==> src/logic/README_unused.sv <==
`default_nettype none
`default_nettype wire

==> src/logic/dtc_pkg.sv <==
`default_nettype none
package dtc_pkg;

  // ----------------------------------------------------------------
  // Register addresses on the special function register bus
  // ----------------------------------------------------------------
  localparam logic [7:0] ADDR_RUN_FLAG = 8'h88;
  localparam logic [7:0] ADDR_MODE = 8'h89;
  localparam logic [7:0] ADDR_TIMER0_LOW = 8'h8A;
  localparam logic [7:0] ADDR_TIMER1_LOW = 8'h8B;
  localparam logic [7:0] ADDR_TIMER0_HIGH = 8'h8C;
  localparam logic [7:0] ADDR_TIMER1_HIGH = 8'h8D;
  localparam logic [7:0] ADDR_CLOCK_SELECT = 8'h8E;

  // ----------------------------------------------------------------
  // Reset values
  // ----------------------------------------------------------------
  localparam logic [7:0] RST_BYTE = 8'h00;

  // ----------------------------------------------------------------
  // Field positions
  // ----------------------------------------------------------------
  // Clock select register.
  localparam int CS_T3H = 7;
  localparam int CS_T3L = 6;
  localparam int CS_T2H = 5;
  localparam int CS_T2L = 4;
  localparam int CS_T1SYS = 3;
  localparam int CS_T0SYS = 2;
  localparam int CS_DIV_LSB = 0;
  // Run and flag register.
  localparam int RF_OVF1 = 7;
  localparam int RF_RUN1 = 6;
  localparam int RF_OVF0 = 5;
  localparam int RF_RUN0 = 4;
  // Mode register, timer 1 in the upper nibble, timer 0 in the lower.
  localparam int MD_TIMER1_PIN_GATING = 7;
  localparam int MD_CNT1 = 6;
  localparam int MD_MODE1_LSB = 4;
  localparam int MD_TIMER0_PIN_GATING = 3;
  localparam int MD_CNT0 = 2;
  localparam int MD_MODE0_LSB = 0;

  // ----------------------------------------------------------------
  // Mode and divider encodings
  // ----------------------------------------------------------------
  localparam logic [1:0] MODE_13BIT = 2'h0;
  localparam logic [1:0] MODE_16BIT = 2'h1;
  localparam logic [1:0] MODE_RELOAD = 2'h2;
  localparam logic [1:0] MODE_SPLIT = 2'h3;
  localparam logic [1:0] DIV_SEL_12 = 2'h0;
  localparam logic [1:0] DIV_SEL_4 = 2'h1;
  localparam logic [1:0] DIV_SEL_48 = 2'h2;
  localparam logic [1:0] DIV_SEL_EXT = 2'h3;

  // ----------------------------------------------------------------
  // Timing counts (terminal values of the dividers)
  // ----------------------------------------------------------------
  localparam logic [5:0] DIV12_LAST = 6'h0B;
  localparam logic [5:0] DIV4_LAST = 6'h03;
  localparam logic [5:0] DIV48_LAST = 6'h2F;
  localparam logic [2:0] EXT_DIV8_LAST = 3'h7;

  // ----------------------------------------------------------------
  // Types
  // ----------------------------------------------------------------
  typedef struct packed {
    logic [7:0] low;
    logic [7:0] high;
    logic ovf;
  } dtc_cnt_t;

  typedef struct packed {
    logic [7:0] clk_sel;
    logic [7:0] run_flag;
    logic [7:0] mode;
    logic [7:0] t0_low;
    logic [7:0] t0_high;
    logic [7:0] t1_low;
    logic [7:0] t1_high;
    logic [5:0] presc_cnt;
    logic [2:0] ext_cnt;
    logic [2:0] ext_sync;
    logic presc_tick;
    logic [2:0] pin0_sync;
    logic [2:0] pin1_sync;
    logic [1:0] timer0_pin_gating_sync;
    logic [1:0] timer1_pin_gating_sync;
    logic irq0;
    logic irq1;
    logic t1_ovf;
    logic [7:0] rdata;
  } dtc_state_t;

endpackage
`default_nettype wire

==> src/logic/dtc_timer01.sv <==
// Behaviour
// - Prescaled tick is system clock divided by 12, 4 or 48 for codes 00,01,10.
// - Code 11 gives external oscillator divided by 8, resynchronised to system clock.
// - Timer 1 in timer mode counts system clocks when its select is 1, else prescaled.
// - Timer 0 in timer mode counts system clocks when its select is 1, else prescaled.
// - Timer 2 low and high clock selects come out of the clock select register.
// - Timer 3 low and high clock selects come out of the clock select register.
// - Each timer holds a 16-bit count read and written as two bytes.
// - 13-bit mode uses high byte and low bits 4..0; low bits 7..5 are don't care.
// - 13-bit wrap from 0x1FFF to 0x0000 sets the overflow flag.
// - Count select 1 increments once per falling edge on the count pin.
// - Timer counts only when run is 1 and gating is off or gate input active.
// - Setting run never clears the count; counting resumes from loaded value.
// - Timer 1 uses gate input 1 with its polarity and its own control bits.
// - 16-bit mode counts with all sixteen bits.
// - 8-bit reload: low byte wraps, sets flag, reloads from unchanged high byte.
// - Split mode low byte is a full 8-bit timer using timer 0 controls.
// - Split mode high byte counts only clocks and runs only with timer 1 run bit.
// - Split mode high byte overflow sets the timer 1 overflow flag.
// - In split mode timer 1 takes no pin edges and never sets its flag.
// - In split mode timer 1 still presents its overflow pulse to other blocks.
// - Timer 1 stops in mode 3; in split mode modes 0 to 2 make it run.
// - Interrupt request is flag set and its allow bit set.
// - Mode 00 13-bit, 01 16-bit, 10 reload, 11 split or stopped.
// - Flag set by overflow, cleared by software or on interrupt vectoring.
`timescale 1ns/1ps
`default_nettype none
module dtc_timer01 (
  // Clock and reset.
  input wire logic I_CLK_SYS,
  input wire logic I_RST_B,
  // Register bus.
  input wire logic [7:0] I_SFR_ADDR,
  input wire logic I_SFR_WR,
  input wire logic [7:0] I_SFR_WDATA,
  output logic [7:0] O_SFR_RDATA,
  // External pins and oscillator.
  input wire logic I_EXT_OSC,
  input wire logic I_TIMER0_COUNT_PIN,
  input wire logic I_TIMER1_COUNT_PIN,
  input wire logic I_EXT_GATE_INPUT0,
  input wire logic I_EXT_GATE_INPUT1,
  // Interrupt controller side.
  input wire logic I_TIMER0_PIN_GATING_POLARITY,
  input wire logic I_TIMER1_PIN_GATING_POLARITY,
  input wire logic I_TIMER0_IRQ_ALLOW,
  input wire logic I_TIMER1_IRQ_ALLOW,
  input wire logic I_TIMER0_VECTOR,
  input wire logic I_TIMER1_VECTOR,
  output logic O_TIMER0_IRQ,
  output logic O_TIMER1_IRQ,
  // Other blocks.
  output logic O_TIMER1_OVF,
  output logic O_TIMER2_LOW_CLK_SELECT,
  output logic O_TIMER2_HIGH_CLK_SELECT,
  output logic O_TIMER3_LOW_CLK_SELECT,
  output logic O_TIMER3_HIGH_CLK_SELECT
);

  // ----------------------------------------------------------------
  // Counting step shared by both timers
  // ----------------------------------------------------------------
  // The split mode code steps the low byte like the reload mode does;
  // unlike the reload mode it never reloads, so the low byte wraps to zero.
  function automatic dtc_pkg::dtc_cnt_t step_count(input logic [1:0] mode,
                                                   input logic [7:0] low,
                                                   input logic [7:0] high);
    dtc_pkg::dtc_cnt_t res;
    logic [12:0] c13;
    logic [15:0] c16;
    res = '{low: low, high: high, ovf: 1'b0};
    c13 = {high, low[4:0]} + 13'h0001;
    c16 = {high, low} + 16'h0001;
    case (mode)
      dtc_pkg::MODE_13BIT: begin
        res.low = {low[7:5], c13[4:0]};
        res.high = c13[12:5];
        res.ovf = &{high, low[4:0]};
      end
      dtc_pkg::MODE_16BIT: begin
        res.low = c16[7:0];
        res.high = c16[15:8];
        res.ovf = &{high, low};
      end
      dtc_pkg::MODE_RELOAD: begin
        res.ovf = &low;
        res.low = res.ovf ? high : low + 8'h01;
      end
      default: begin
        res.ovf = &low;
        res.low = low + 8'h01;
      end
    endcase
    return res;
  endfunction

  dtc_pkg::dtc_state_t st_ff;
  dtc_pkg::dtc_state_t nxt_st;

  // ----------------------------------------------------------------
  // Next state
  // ----------------------------------------------------------------
  // Pin, gate and oscillator inputs pass synchronisers first, so the count pins see exactly
  // two flip-flops before any edge logic looks at them.
  always_comb begin
    logic [1:0] div_sel;
    logic [1:0] mode0;
    logic [1:0] mode1;
    logic split;
    logic [5:0] presc_last;
    logic ext_edge;
    logic fall0;
    logic fall1;
    logic timer0_pin_gating_act;
    logic timer1_pin_gating_act;
    logic en0;
    logic en1;
    logic en0h;
    logic tick0;
    logic tick1;
    logic tick0h;
    logic set0;
    logic set1;
    logic ovf1_pulse;
    logic clr0;
    logic clr1;
    logic sw_rf;
    dtc_pkg::dtc_cnt_t r0;
    dtc_pkg::dtc_cnt_t r1;
    // Every local starts from a known value so no path can infer a latch.
    div_sel = 2'h0;
    mode0 = 2'h0;
    mode1 = 2'h0;
    split = 1'b0;
    presc_last = 6'h00;
    ext_edge = 1'b0;
    fall0 = 1'b0;
    fall1 = 1'b0;
    timer0_pin_gating_act = 1'b0;
    timer1_pin_gating_act = 1'b0;
    en0 = 1'b0;
    en1 = 1'b0;
    en0h = 1'b0;
    tick0 = 1'b0;
    tick1 = 1'b0;
    tick0h = 1'b0;
    set0 = 1'b0;
    set1 = 1'b0;
    ovf1_pulse = 1'b0;
    clr0 = 1'b0;
    clr1 = 1'b0;
    sw_rf = 1'b0;
    r0 = '0;
    r1 = '0;
    nxt_st = st_ff;
    div_sel = st_ff.clk_sel[dtc_pkg::CS_DIV_LSB +: 2];
    mode0 = st_ff.mode[dtc_pkg::MD_MODE0_LSB +: 2];
    mode1 = st_ff.mode[dtc_pkg::MD_MODE1_LSB +: 2];
    split = (mode0 == dtc_pkg::MODE_SPLIT);

    // Synchronisers: the first stage feeds only the second.
    nxt_st.ext_sync = {st_ff.ext_sync[1:0], I_EXT_OSC};
    nxt_st.pin0_sync = {st_ff.pin0_sync[1:0], I_TIMER0_COUNT_PIN};
    nxt_st.pin1_sync = {st_ff.pin1_sync[1:0], I_TIMER1_COUNT_PIN};
    nxt_st.timer0_pin_gating_sync = {st_ff.timer0_pin_gating_sync[0], I_EXT_GATE_INPUT0};
    nxt_st.timer1_pin_gating_sync = {st_ff.timer1_pin_gating_sync[0], I_EXT_GATE_INPUT1};
    fall0 = st_ff.pin0_sync[2] & ~st_ff.pin0_sync[1];
    fall1 = st_ff.pin1_sync[2] & ~st_ff.pin1_sync[1];
    ext_edge = st_ff.ext_sync[1] & ~st_ff.ext_sync[2];

    // Free running prescaler; it never gates the clock, it only pulses.
    case (div_sel)
      dtc_pkg::DIV_SEL_4: presc_last = dtc_pkg::DIV4_LAST;
      dtc_pkg::DIV_SEL_48: presc_last = dtc_pkg::DIV48_LAST;
      default: presc_last = dtc_pkg::DIV12_LAST;
    endcase
    // Shrinking the divide ratio must not strand the counter past its end.
    if (st_ff.presc_cnt >= presc_last) begin
      nxt_st.presc_cnt = 6'h00;
    end else begin
      nxt_st.presc_cnt = st_ff.presc_cnt + 6'h01;
    end
    if (ext_edge) begin
      nxt_st.ext_cnt = st_ff.ext_cnt + 3'h1;
    end
    if (div_sel == dtc_pkg::DIV_SEL_EXT) begin
      nxt_st.presc_tick = ext_edge && (st_ff.ext_cnt == dtc_pkg::EXT_DIV8_LAST);
    end else begin
      nxt_st.presc_tick = (st_ff.presc_cnt >= presc_last);
    end

    // Gate inputs are active high when the polarity setting is 1.
    timer0_pin_gating_act = ~(st_ff.timer0_pin_gating_sync[1] ^ I_TIMER0_PIN_GATING_POLARITY);
    timer1_pin_gating_act = ~(st_ff.timer1_pin_gating_sync[1] ^ I_TIMER1_PIN_GATING_POLARITY);
    en0 = st_ff.run_flag[dtc_pkg::RF_RUN0] &
          (~st_ff.mode[dtc_pkg::MD_TIMER0_PIN_GATING] | timer0_pin_gating_act);
    // Timer 1 answers to its mode and gating, not its run bit, while timer 0 is split.
    en1 = (mode1 != dtc_pkg::MODE_SPLIT) &
          (split | st_ff.run_flag[dtc_pkg::RF_RUN1]) &
          (~st_ff.mode[dtc_pkg::MD_TIMER1_PIN_GATING] | timer1_pin_gating_act);
    en0h = split & st_ff.run_flag[dtc_pkg::RF_RUN1];

    // Count sources.
    if (st_ff.mode[dtc_pkg::MD_CNT0]) begin
      tick0 = fall0;
    end else begin
      tick0 = st_ff.clk_sel[dtc_pkg::CS_T0SYS] | st_ff.presc_tick;
    end
    if (st_ff.mode[dtc_pkg::MD_CNT1] & ~split) begin
      tick1 = fall1;
    end else begin
      tick1 = st_ff.clk_sel[dtc_pkg::CS_T1SYS] | st_ff.presc_tick;
    end
    tick0h = st_ff.clk_sel[dtc_pkg::CS_T0SYS] | st_ff.presc_tick;

    // Counters step only on enabled ticks; run set alone leaves them alone.
    r0 = step_count(mode0, st_ff.t0_low, st_ff.t0_high);
    r1 = step_count(mode1, st_ff.t1_low, st_ff.t1_high);
    set0 = 1'b0;
    set1 = 1'b0;
    ovf1_pulse = 1'b0;
    if (en0 && tick0) begin
      nxt_st.t0_low = r0.low;
      if (!split) begin
        nxt_st.t0_high = r0.high;
      end
      set0 = r0.ovf;
    end
    if (en0h && tick0h) begin
      nxt_st.t0_high = st_ff.t0_high + 8'h01;
      set1 = &st_ff.t0_high;
    end
    if (en1 && tick1) begin
      nxt_st.t1_low = r1.low;
      nxt_st.t1_high = r1.high;
      ovf1_pulse = r1.ovf;
      if (!split) begin
        set1 = set1 | r1.ovf;
      end
    end
    nxt_st.t1_ovf = ovf1_pulse;

    // Software writes to the count bytes win over the counting step.
    if (I_SFR_WR) begin
      case (I_SFR_ADDR)
        dtc_pkg::ADDR_CLOCK_SELECT: nxt_st.clk_sel = I_SFR_WDATA;
        dtc_pkg::ADDR_MODE: nxt_st.mode = I_SFR_WDATA;
        dtc_pkg::ADDR_TIMER0_LOW: nxt_st.t0_low = I_SFR_WDATA;
        dtc_pkg::ADDR_TIMER0_HIGH: nxt_st.t0_high = I_SFR_WDATA;
        dtc_pkg::ADDR_TIMER1_LOW: nxt_st.t1_low = I_SFR_WDATA;
        dtc_pkg::ADDR_TIMER1_HIGH: nxt_st.t1_high = I_SFR_WDATA;
        dtc_pkg::ADDR_RUN_FLAG: nxt_st.run_flag = I_SFR_WDATA;
        default: ;
      endcase
    end

    // Overflow flags: a hardware set in the same cycle beats any clear.
    sw_rf = I_SFR_WR && (I_SFR_ADDR == dtc_pkg::ADDR_RUN_FLAG);
    clr0 = I_TIMER0_VECTOR |
           (sw_rf & ~I_SFR_WDATA[dtc_pkg::RF_OVF0]);
    clr1 = I_TIMER1_VECTOR |
           (sw_rf & ~I_SFR_WDATA[dtc_pkg::RF_OVF1]);
    nxt_st.run_flag[dtc_pkg::RF_OVF0] = set0 |
      (sw_rf ? I_SFR_WDATA[dtc_pkg::RF_OVF0] : st_ff.run_flag[dtc_pkg::RF_OVF0]) & ~clr0;
    nxt_st.run_flag[dtc_pkg::RF_OVF1] = set1 |
      (sw_rf ? I_SFR_WDATA[dtc_pkg::RF_OVF1] : st_ff.run_flag[dtc_pkg::RF_OVF1]) & ~clr1;

    // Interrupt requests are registered from the next flag values, so they change with the flags.
    nxt_st.irq0 = nxt_st.run_flag[dtc_pkg::RF_OVF0] & I_TIMER0_IRQ_ALLOW;
    nxt_st.irq1 = nxt_st.run_flag[dtc_pkg::RF_OVF1] & I_TIMER1_IRQ_ALLOW;

    // Read data is registered: it shows the addressed byte one cycle later.
    case (I_SFR_ADDR)
      dtc_pkg::ADDR_CLOCK_SELECT: nxt_st.rdata = st_ff.clk_sel;
      dtc_pkg::ADDR_RUN_FLAG: nxt_st.rdata = st_ff.run_flag;
      dtc_pkg::ADDR_MODE: nxt_st.rdata = st_ff.mode;
      dtc_pkg::ADDR_TIMER0_LOW: nxt_st.rdata = st_ff.t0_low;
      dtc_pkg::ADDR_TIMER0_HIGH: nxt_st.rdata = st_ff.t0_high;
      dtc_pkg::ADDR_TIMER1_LOW: nxt_st.rdata = st_ff.t1_low;
      dtc_pkg::ADDR_TIMER1_HIGH: nxt_st.rdata = st_ff.t1_high;
      default: nxt_st.rdata = dtc_pkg::RST_BYTE;
    endcase
  end

  // ----------------------------------------------------------------
  // State register
  // ----------------------------------------------------------------
  // Every field resets to zero, which is also each register's reset value.
  always_ff @(posedge I_CLK_SYS or negedge I_RST_B) begin
    if (!I_RST_B) begin
      st_ff <= '0;
    end else begin
      st_ff <= nxt_st;
    end
  end

  // ----------------------------------------------------------------
  // Outputs
  // ----------------------------------------------------------------
  // Every output is a field of the state register.
  assign O_SFR_RDATA = st_ff.rdata;
  assign O_TIMER0_IRQ = st_ff.irq0;
  assign O_TIMER1_IRQ = st_ff.irq1;
  assign O_TIMER1_OVF = st_ff.t1_ovf;
  assign O_TIMER2_LOW_CLK_SELECT = st_ff.clk_sel[dtc_pkg::CS_T2L];
  assign O_TIMER2_HIGH_CLK_SELECT = st_ff.clk_sel[dtc_pkg::CS_T2H];
  assign O_TIMER3_LOW_CLK_SELECT = st_ff.clk_sel[dtc_pkg::CS_T3L];
  assign O_TIMER3_HIGH_CLK_SELECT = st_ff.clk_sel[dtc_pkg::CS_T3H];

endmodule // dtc_timer01
`default_nettype wire

==> config.mk <==
export PLATFORM = sky130hd
export DESIGN_NAME = dtc_timer01
export DESIGN_NICKNAME = d
export VERILOG_FILES = /design/src/logic/README_unused.sv /design/src/logic/dtc_pkg.sv /design/src/logic/dtc_timer01.sv
export SDC_FILE = /design/constraint.sdc
export NUM_CORES = 1
export LEC_CHECK = 0
export ABC_AREA = 1
export ABC_CLOCK_PERIOD_IN_PS = 2000
export BUFFER_PORTS_ARGS = -buffer_cell sky130_fd_sc_hd__buf_2
export CAP_MARGIN = 15
export CORE_AREA = 2 2 115 117
export DETAILED_ROUTE_END_ITERATION = 10
export DIE_AREA = 0 0 117 119
export PLACE_DENSITY_LB_ADDON = 0.05
export SYNTH_ARGS = -nofsm -noshare
export SYNTH_HDL_FRONTEND = slang
export SYNTH_SLANG_ARGS = --single-unit
==> constraint.sdc <==
create_clock -name I_CLK_SYS -period 2 [get_ports I_CLK_SYS]
set_input_delay 0.4 -clock I_CLK_SYS [delete_from_list [all_inputs] [get_ports I_CLK_SYS]]
set_output_delay 0.4 -clock I_CLK_SYS [all_outputs]
set_load 0.02 [all_outputs]
=== After elaboration in Yosys (flattened, before gate mapping) ===
Cells that the tools add are included.
W data, S select, Z words.

* Add/sub/neg operators: 9
* $lt $le $gt $ge: 1
* Equality and inequality tests: 17
* Multiplexer cells: 30
* Bitwise gates (word level): 38
* Reduce and logical (&&, ||, !) cells: 17

{| class="wikitable"
|+ Operators with widths
! cell !! count
|-
| $mux W8 || 8
|-
| $eq A8 B8 Y1 const B || 7
|-
| $pmux W8 S7 || 1
|-
| $pmux W8 S3 || 2
|-
| $add A16 B1 Y16 const B || 2
|-
| $mux W16 || 2
|-
| $mux W32 || 1
|-
| $pmux W8 S2 || 2
|-
| $reduce_and A16 Y1 || 2
|-
| $add A13 B1 Y13 const B || 2
|-
| $reduce_and A13 Y1 || 2
|-
| $add A8 B1 Y8 const B || 3
|-
| $reduce_and A8 Y1 || 3
|-
| $and A1 B1 Y1 || 14
|-
| $not A1 Y1 || 12
|-
| $pmux W6 S2 || 1
|-
| $eq A2 B2 Y1 const B || 5
|-
| $mux W1 || 10
|-
| $or A1 B1 Y1 || 10
|-
| $add A6 B1 Y6 const B || 1
|-
| $eq A2 B1 Y1 const B || 3
|-
| $ge A6 B6 Y1 || 1
|-
| $mux W6 || 1
|-
| $reduce_and A2 Y1 || 3
|-
| other kinds (7) || 14
|}

* Flip-flop bits (word level): 90
* Input bits: 30
* Output and inout bits: 15
* Word-level logic and storage cells: 132

=== Longest topological paths before layout ===
* Word-level depth: 9
* Depth in mapped cells: 13
* Depth with buffers taken out: 13

=== Least setup slack after synthesis ===
No wires, ideal clock.

* Path kind: register to register
* Start: register st_ff[42] (netlist bit)
* End: register st_ff[48] (netlist bit)
* Setup time: 0.127 ns
* Arrival time: 1.516 ns
* Required time: 1.873 ns
* Path slack: 0.357 ns
* Cell stages (with the launch flop): 13
* Buffers on the path: 0
* Clock period less this slack: 1.643 ns
* Cells stage by stage: dfrtp_1 ha_1 nand2_1 nor2_4 nand2_2 o21ai_1 inv_1 o21ai_0 nand2_1 o21ai_0 nand2_1 nand2_1 o21ai_0

{| class="wikitable"
|+ RTL lines
! element !! line !! text
|-
| start, declared || dtc_timer01.sv:97 || <nowiki>dtc_pkg::dtc_state_t st_ff;</nowiki>
|-
| start signal, assigned || dtc_timer01.sv:293 || <nowiki>st_ff <= nxt_st;</nowiki>
|}

==> flow_summary.ini <==
[finish]
multi_input_area_um2 = 2897
layout.cells.non_filler = 1061
final_common_cell = nand2_1
final_cell_mix = nand2_1, inv_1, dfrtp_1, nor2_1, o21ai_0
area_growth_pct = 18.30
nNetsFinal = 921
layout-drive-gt1-share = 0.1503
seqCellArea_um2 = 2252
fillers = 1313
diodes = 0

[power_and_ir_drop]
power_per_cell_area_nw_per_um2 = 902.3
leakage_uw = 0.003281
vdd_drop_max_uv = 559.9

[worst_hold_path]
hp-class = input port to asynchronous set/reset pin

[global_routing]
grt_max_degree = 37
antenna_found_initial = 0
overflow = 0
gr-usage-all-layers = 0.2865
grt_pass1_vias = 5515
grt_pass1_wl_um = 30040

[yosys]
postSynthAreaPerCell_um2 = 7.062
synth_edf_count = 0
yosysWarnings = 0
synthCells = 793
yosysUniqueCellTypes = 42
synth_flop_cell = dfrtp_1
async_flop_share = 1.000
syn_nets = 834
synth_area_um2 = 5600
synth-seq-cells = 90
ys_seq_area_frac = 0.4021

[clock_tree]
clock_path_buffers = 2
cts.sinks = 90
post_cts_buffers = 0
htree_num_levels = 3
ctsResizeCount = 0
clock_latency_ps = 360
cts_buffers = 9
cts-hold-fix-buffers = 0
cts_tree = done
cts.clk_slew.worst_paths_ps = 80
cts-root-buf = clkbuf_16

[floorplanning]
dieWidth_um = 117
die_h_um = 119
die-area_um2 = 13920
design.core.area_um2 = 12870
initial_core_util = 0.4350
fp-row-count = 42
io_pins = 45

[drt]
vias = 5866
wirelength_um = 19160
routedWlPerCell_um = 18.06
ant_nets = 0
first_pass_iters = 5
dr.first_iter.drc_count = 527
drc_errors = 0
via_per_inst = 5.529

[status]
status = finished, violations left
violations = hold timing

[sta]
hold_violations = 6
tightest_slew_ps = 511.2
setup_viol = 0
skew_ps = 14.46
setup_tns_ps = 0
finalMaxSlewViolations = 0
final.min_clock_period_ps = 1874
max_freq_mhz = 533.6
hold_slack_ps = -13.78
min_period_over_period = 0.9370
relSlewSlack = 0.6585
rsz0062_at_grt = no

[critical_path]
path_class = flop to flop
critical_path_arrival_ps = 2140
start_kind = flop
cp-end-kind = flop
worstPathMaxFanout = 7
required_ps = 2260

[place]
io_buffers = 44
place_congestion = 0.9649
hpwl_um = 14950
dp.cells = 1045

[run]
maxCapViolCount = 0
==> through the flow <==
| stage | hold WS [ps] | area [um2] | power (uW) | utilization | setup slack, ps |
|---|---|---|---|---|---|
| 2_1_floorplan | 104.4 | 5600 | 3530 | - | 356.7 |
| 3_3_place_gp | 332.2 | 6312 | 4218 | 0.4903 | 108.2 |
| 3_5_place_dp | 341.0 | 6312 | 4242 | 0.4903 | 39.35 |
| 4_1_cts | 15.65 | 6609 | 5951 | 0.5133 | 147.5 |
| 5_1_grt | 21.96 | 6625 | 6311 | 0.5146 | 11.84 |
| 6_report | -13.78 | 6625 | 5978 | 0.5146 | 126.0 |
==> Yosys cell counts (all sizes together) (2+ instances only) <==
cell,instances,area [um2]
nor2,91,371.6
a22oi,7,52.55
o21ai,84,424.2
nor3,15,107.6
dfrtp,90,2252
a211oi,2,15.01
clkinv,5,18.77
o211ai,5,42.54
o22ai,21,131.4
a221oi,4,35.03
a21oi,56,280.3
nand3,52,270.3
nand4,10,68.81
a2bb2oi,2,17.52
nand2,214,815.8
clkbuf,3,11.26
inv,94,352.8
buf,12,85.08
nor4,3,18.77
ha,11,137.6
nor3b,2,15.01
xor2,2,17.52
==> worst paths after layout <==
path,startpoint,endpoint,slack (ps),depth (start not counted)
max,st_ff[83],st_ff[31],130,6
max in group asynchronous,I_RST_B,st_ff[26],1390,2
min in group I_CLK_SYS,I_EXT_OSC,nxt_st[23],140,1
min reg2reg,nxt_st[16],nxt_st[17],350,0
min,I_RST_B,st_ff[12],-10,1
max reg2reg,st_ff[83],st_ff[31],130,6
==> power breakdown <==
group          leakage, uW  internal [uW]  switching, uW
Combinational      0.00198            676           1150
Clock             0.000139            902            817
Sequential         0.00116           2120            316
Total              0.00328           3700           2280
==> sequential cells by signal, indices dropped and copies added (netlist names) <==
register	count
nxt_st	8
st_ff	67
O_SFR_RDATA	8
O_TIMER1_OVF	1
O_TIMER2_LOW_CLK_SELECT	1
O_TIMER2_HIGH_CLK_SELECT	1
O_TIMER1_IRQ	1
O_TIMER3_LOW_CLK_SELECT	1
O_TIMER3_HIGH_CLK_SELECT	1
O_TIMER0_IRQ	1
==> critical path, stage by stage, from the launching register on <==
cell and delay (ps):
dfrtp_1 470, nand2_1 140, ha_1 290, a21o_1 180, a211oi_1 230, o21bai_1 220, nor3b_1 250
==> cells by family (layout without fill, tap and decap cells) <==
kind of cell	count (synthesis)	after routing	share of synthesized area
xor gates and xnor gates	3	3	0.004693
and+or+nand+nor	388	388	0.2989
AOI/OAI and AO/OA	187	187	0.1861
adders and majority gates	11	11	0.02458
buffers and inverters	114	206	0.08356
DFF	90	90	0.4021
==> per-layer routing <==
layer | vias to the layer above | GRT usage | share of wire
met2 | 294 | 0.4249 | 0.44
met5 | - | 0 | 0
met1 | 2722 | 0.4097 | 0.44
met3 | 46 | 0.05089 | 0.077
met4 | 0 | 0.1235 | 0.037
li1 | 2804 | - | -
==> final cells by class <==
type / count / area share
multi-input cells: 589 / 0.4372
flip-flops and latches: 90 / 0.3399
repair buffers: 91 / 0.08876
inverters: 99 / 0.05609
clock buffers: 10 / 0.03607
well taps: 176 / 0.03324
clock inverters: 6 / 0.008687
No activity file was read; power rests on OpenSTA's default activity.
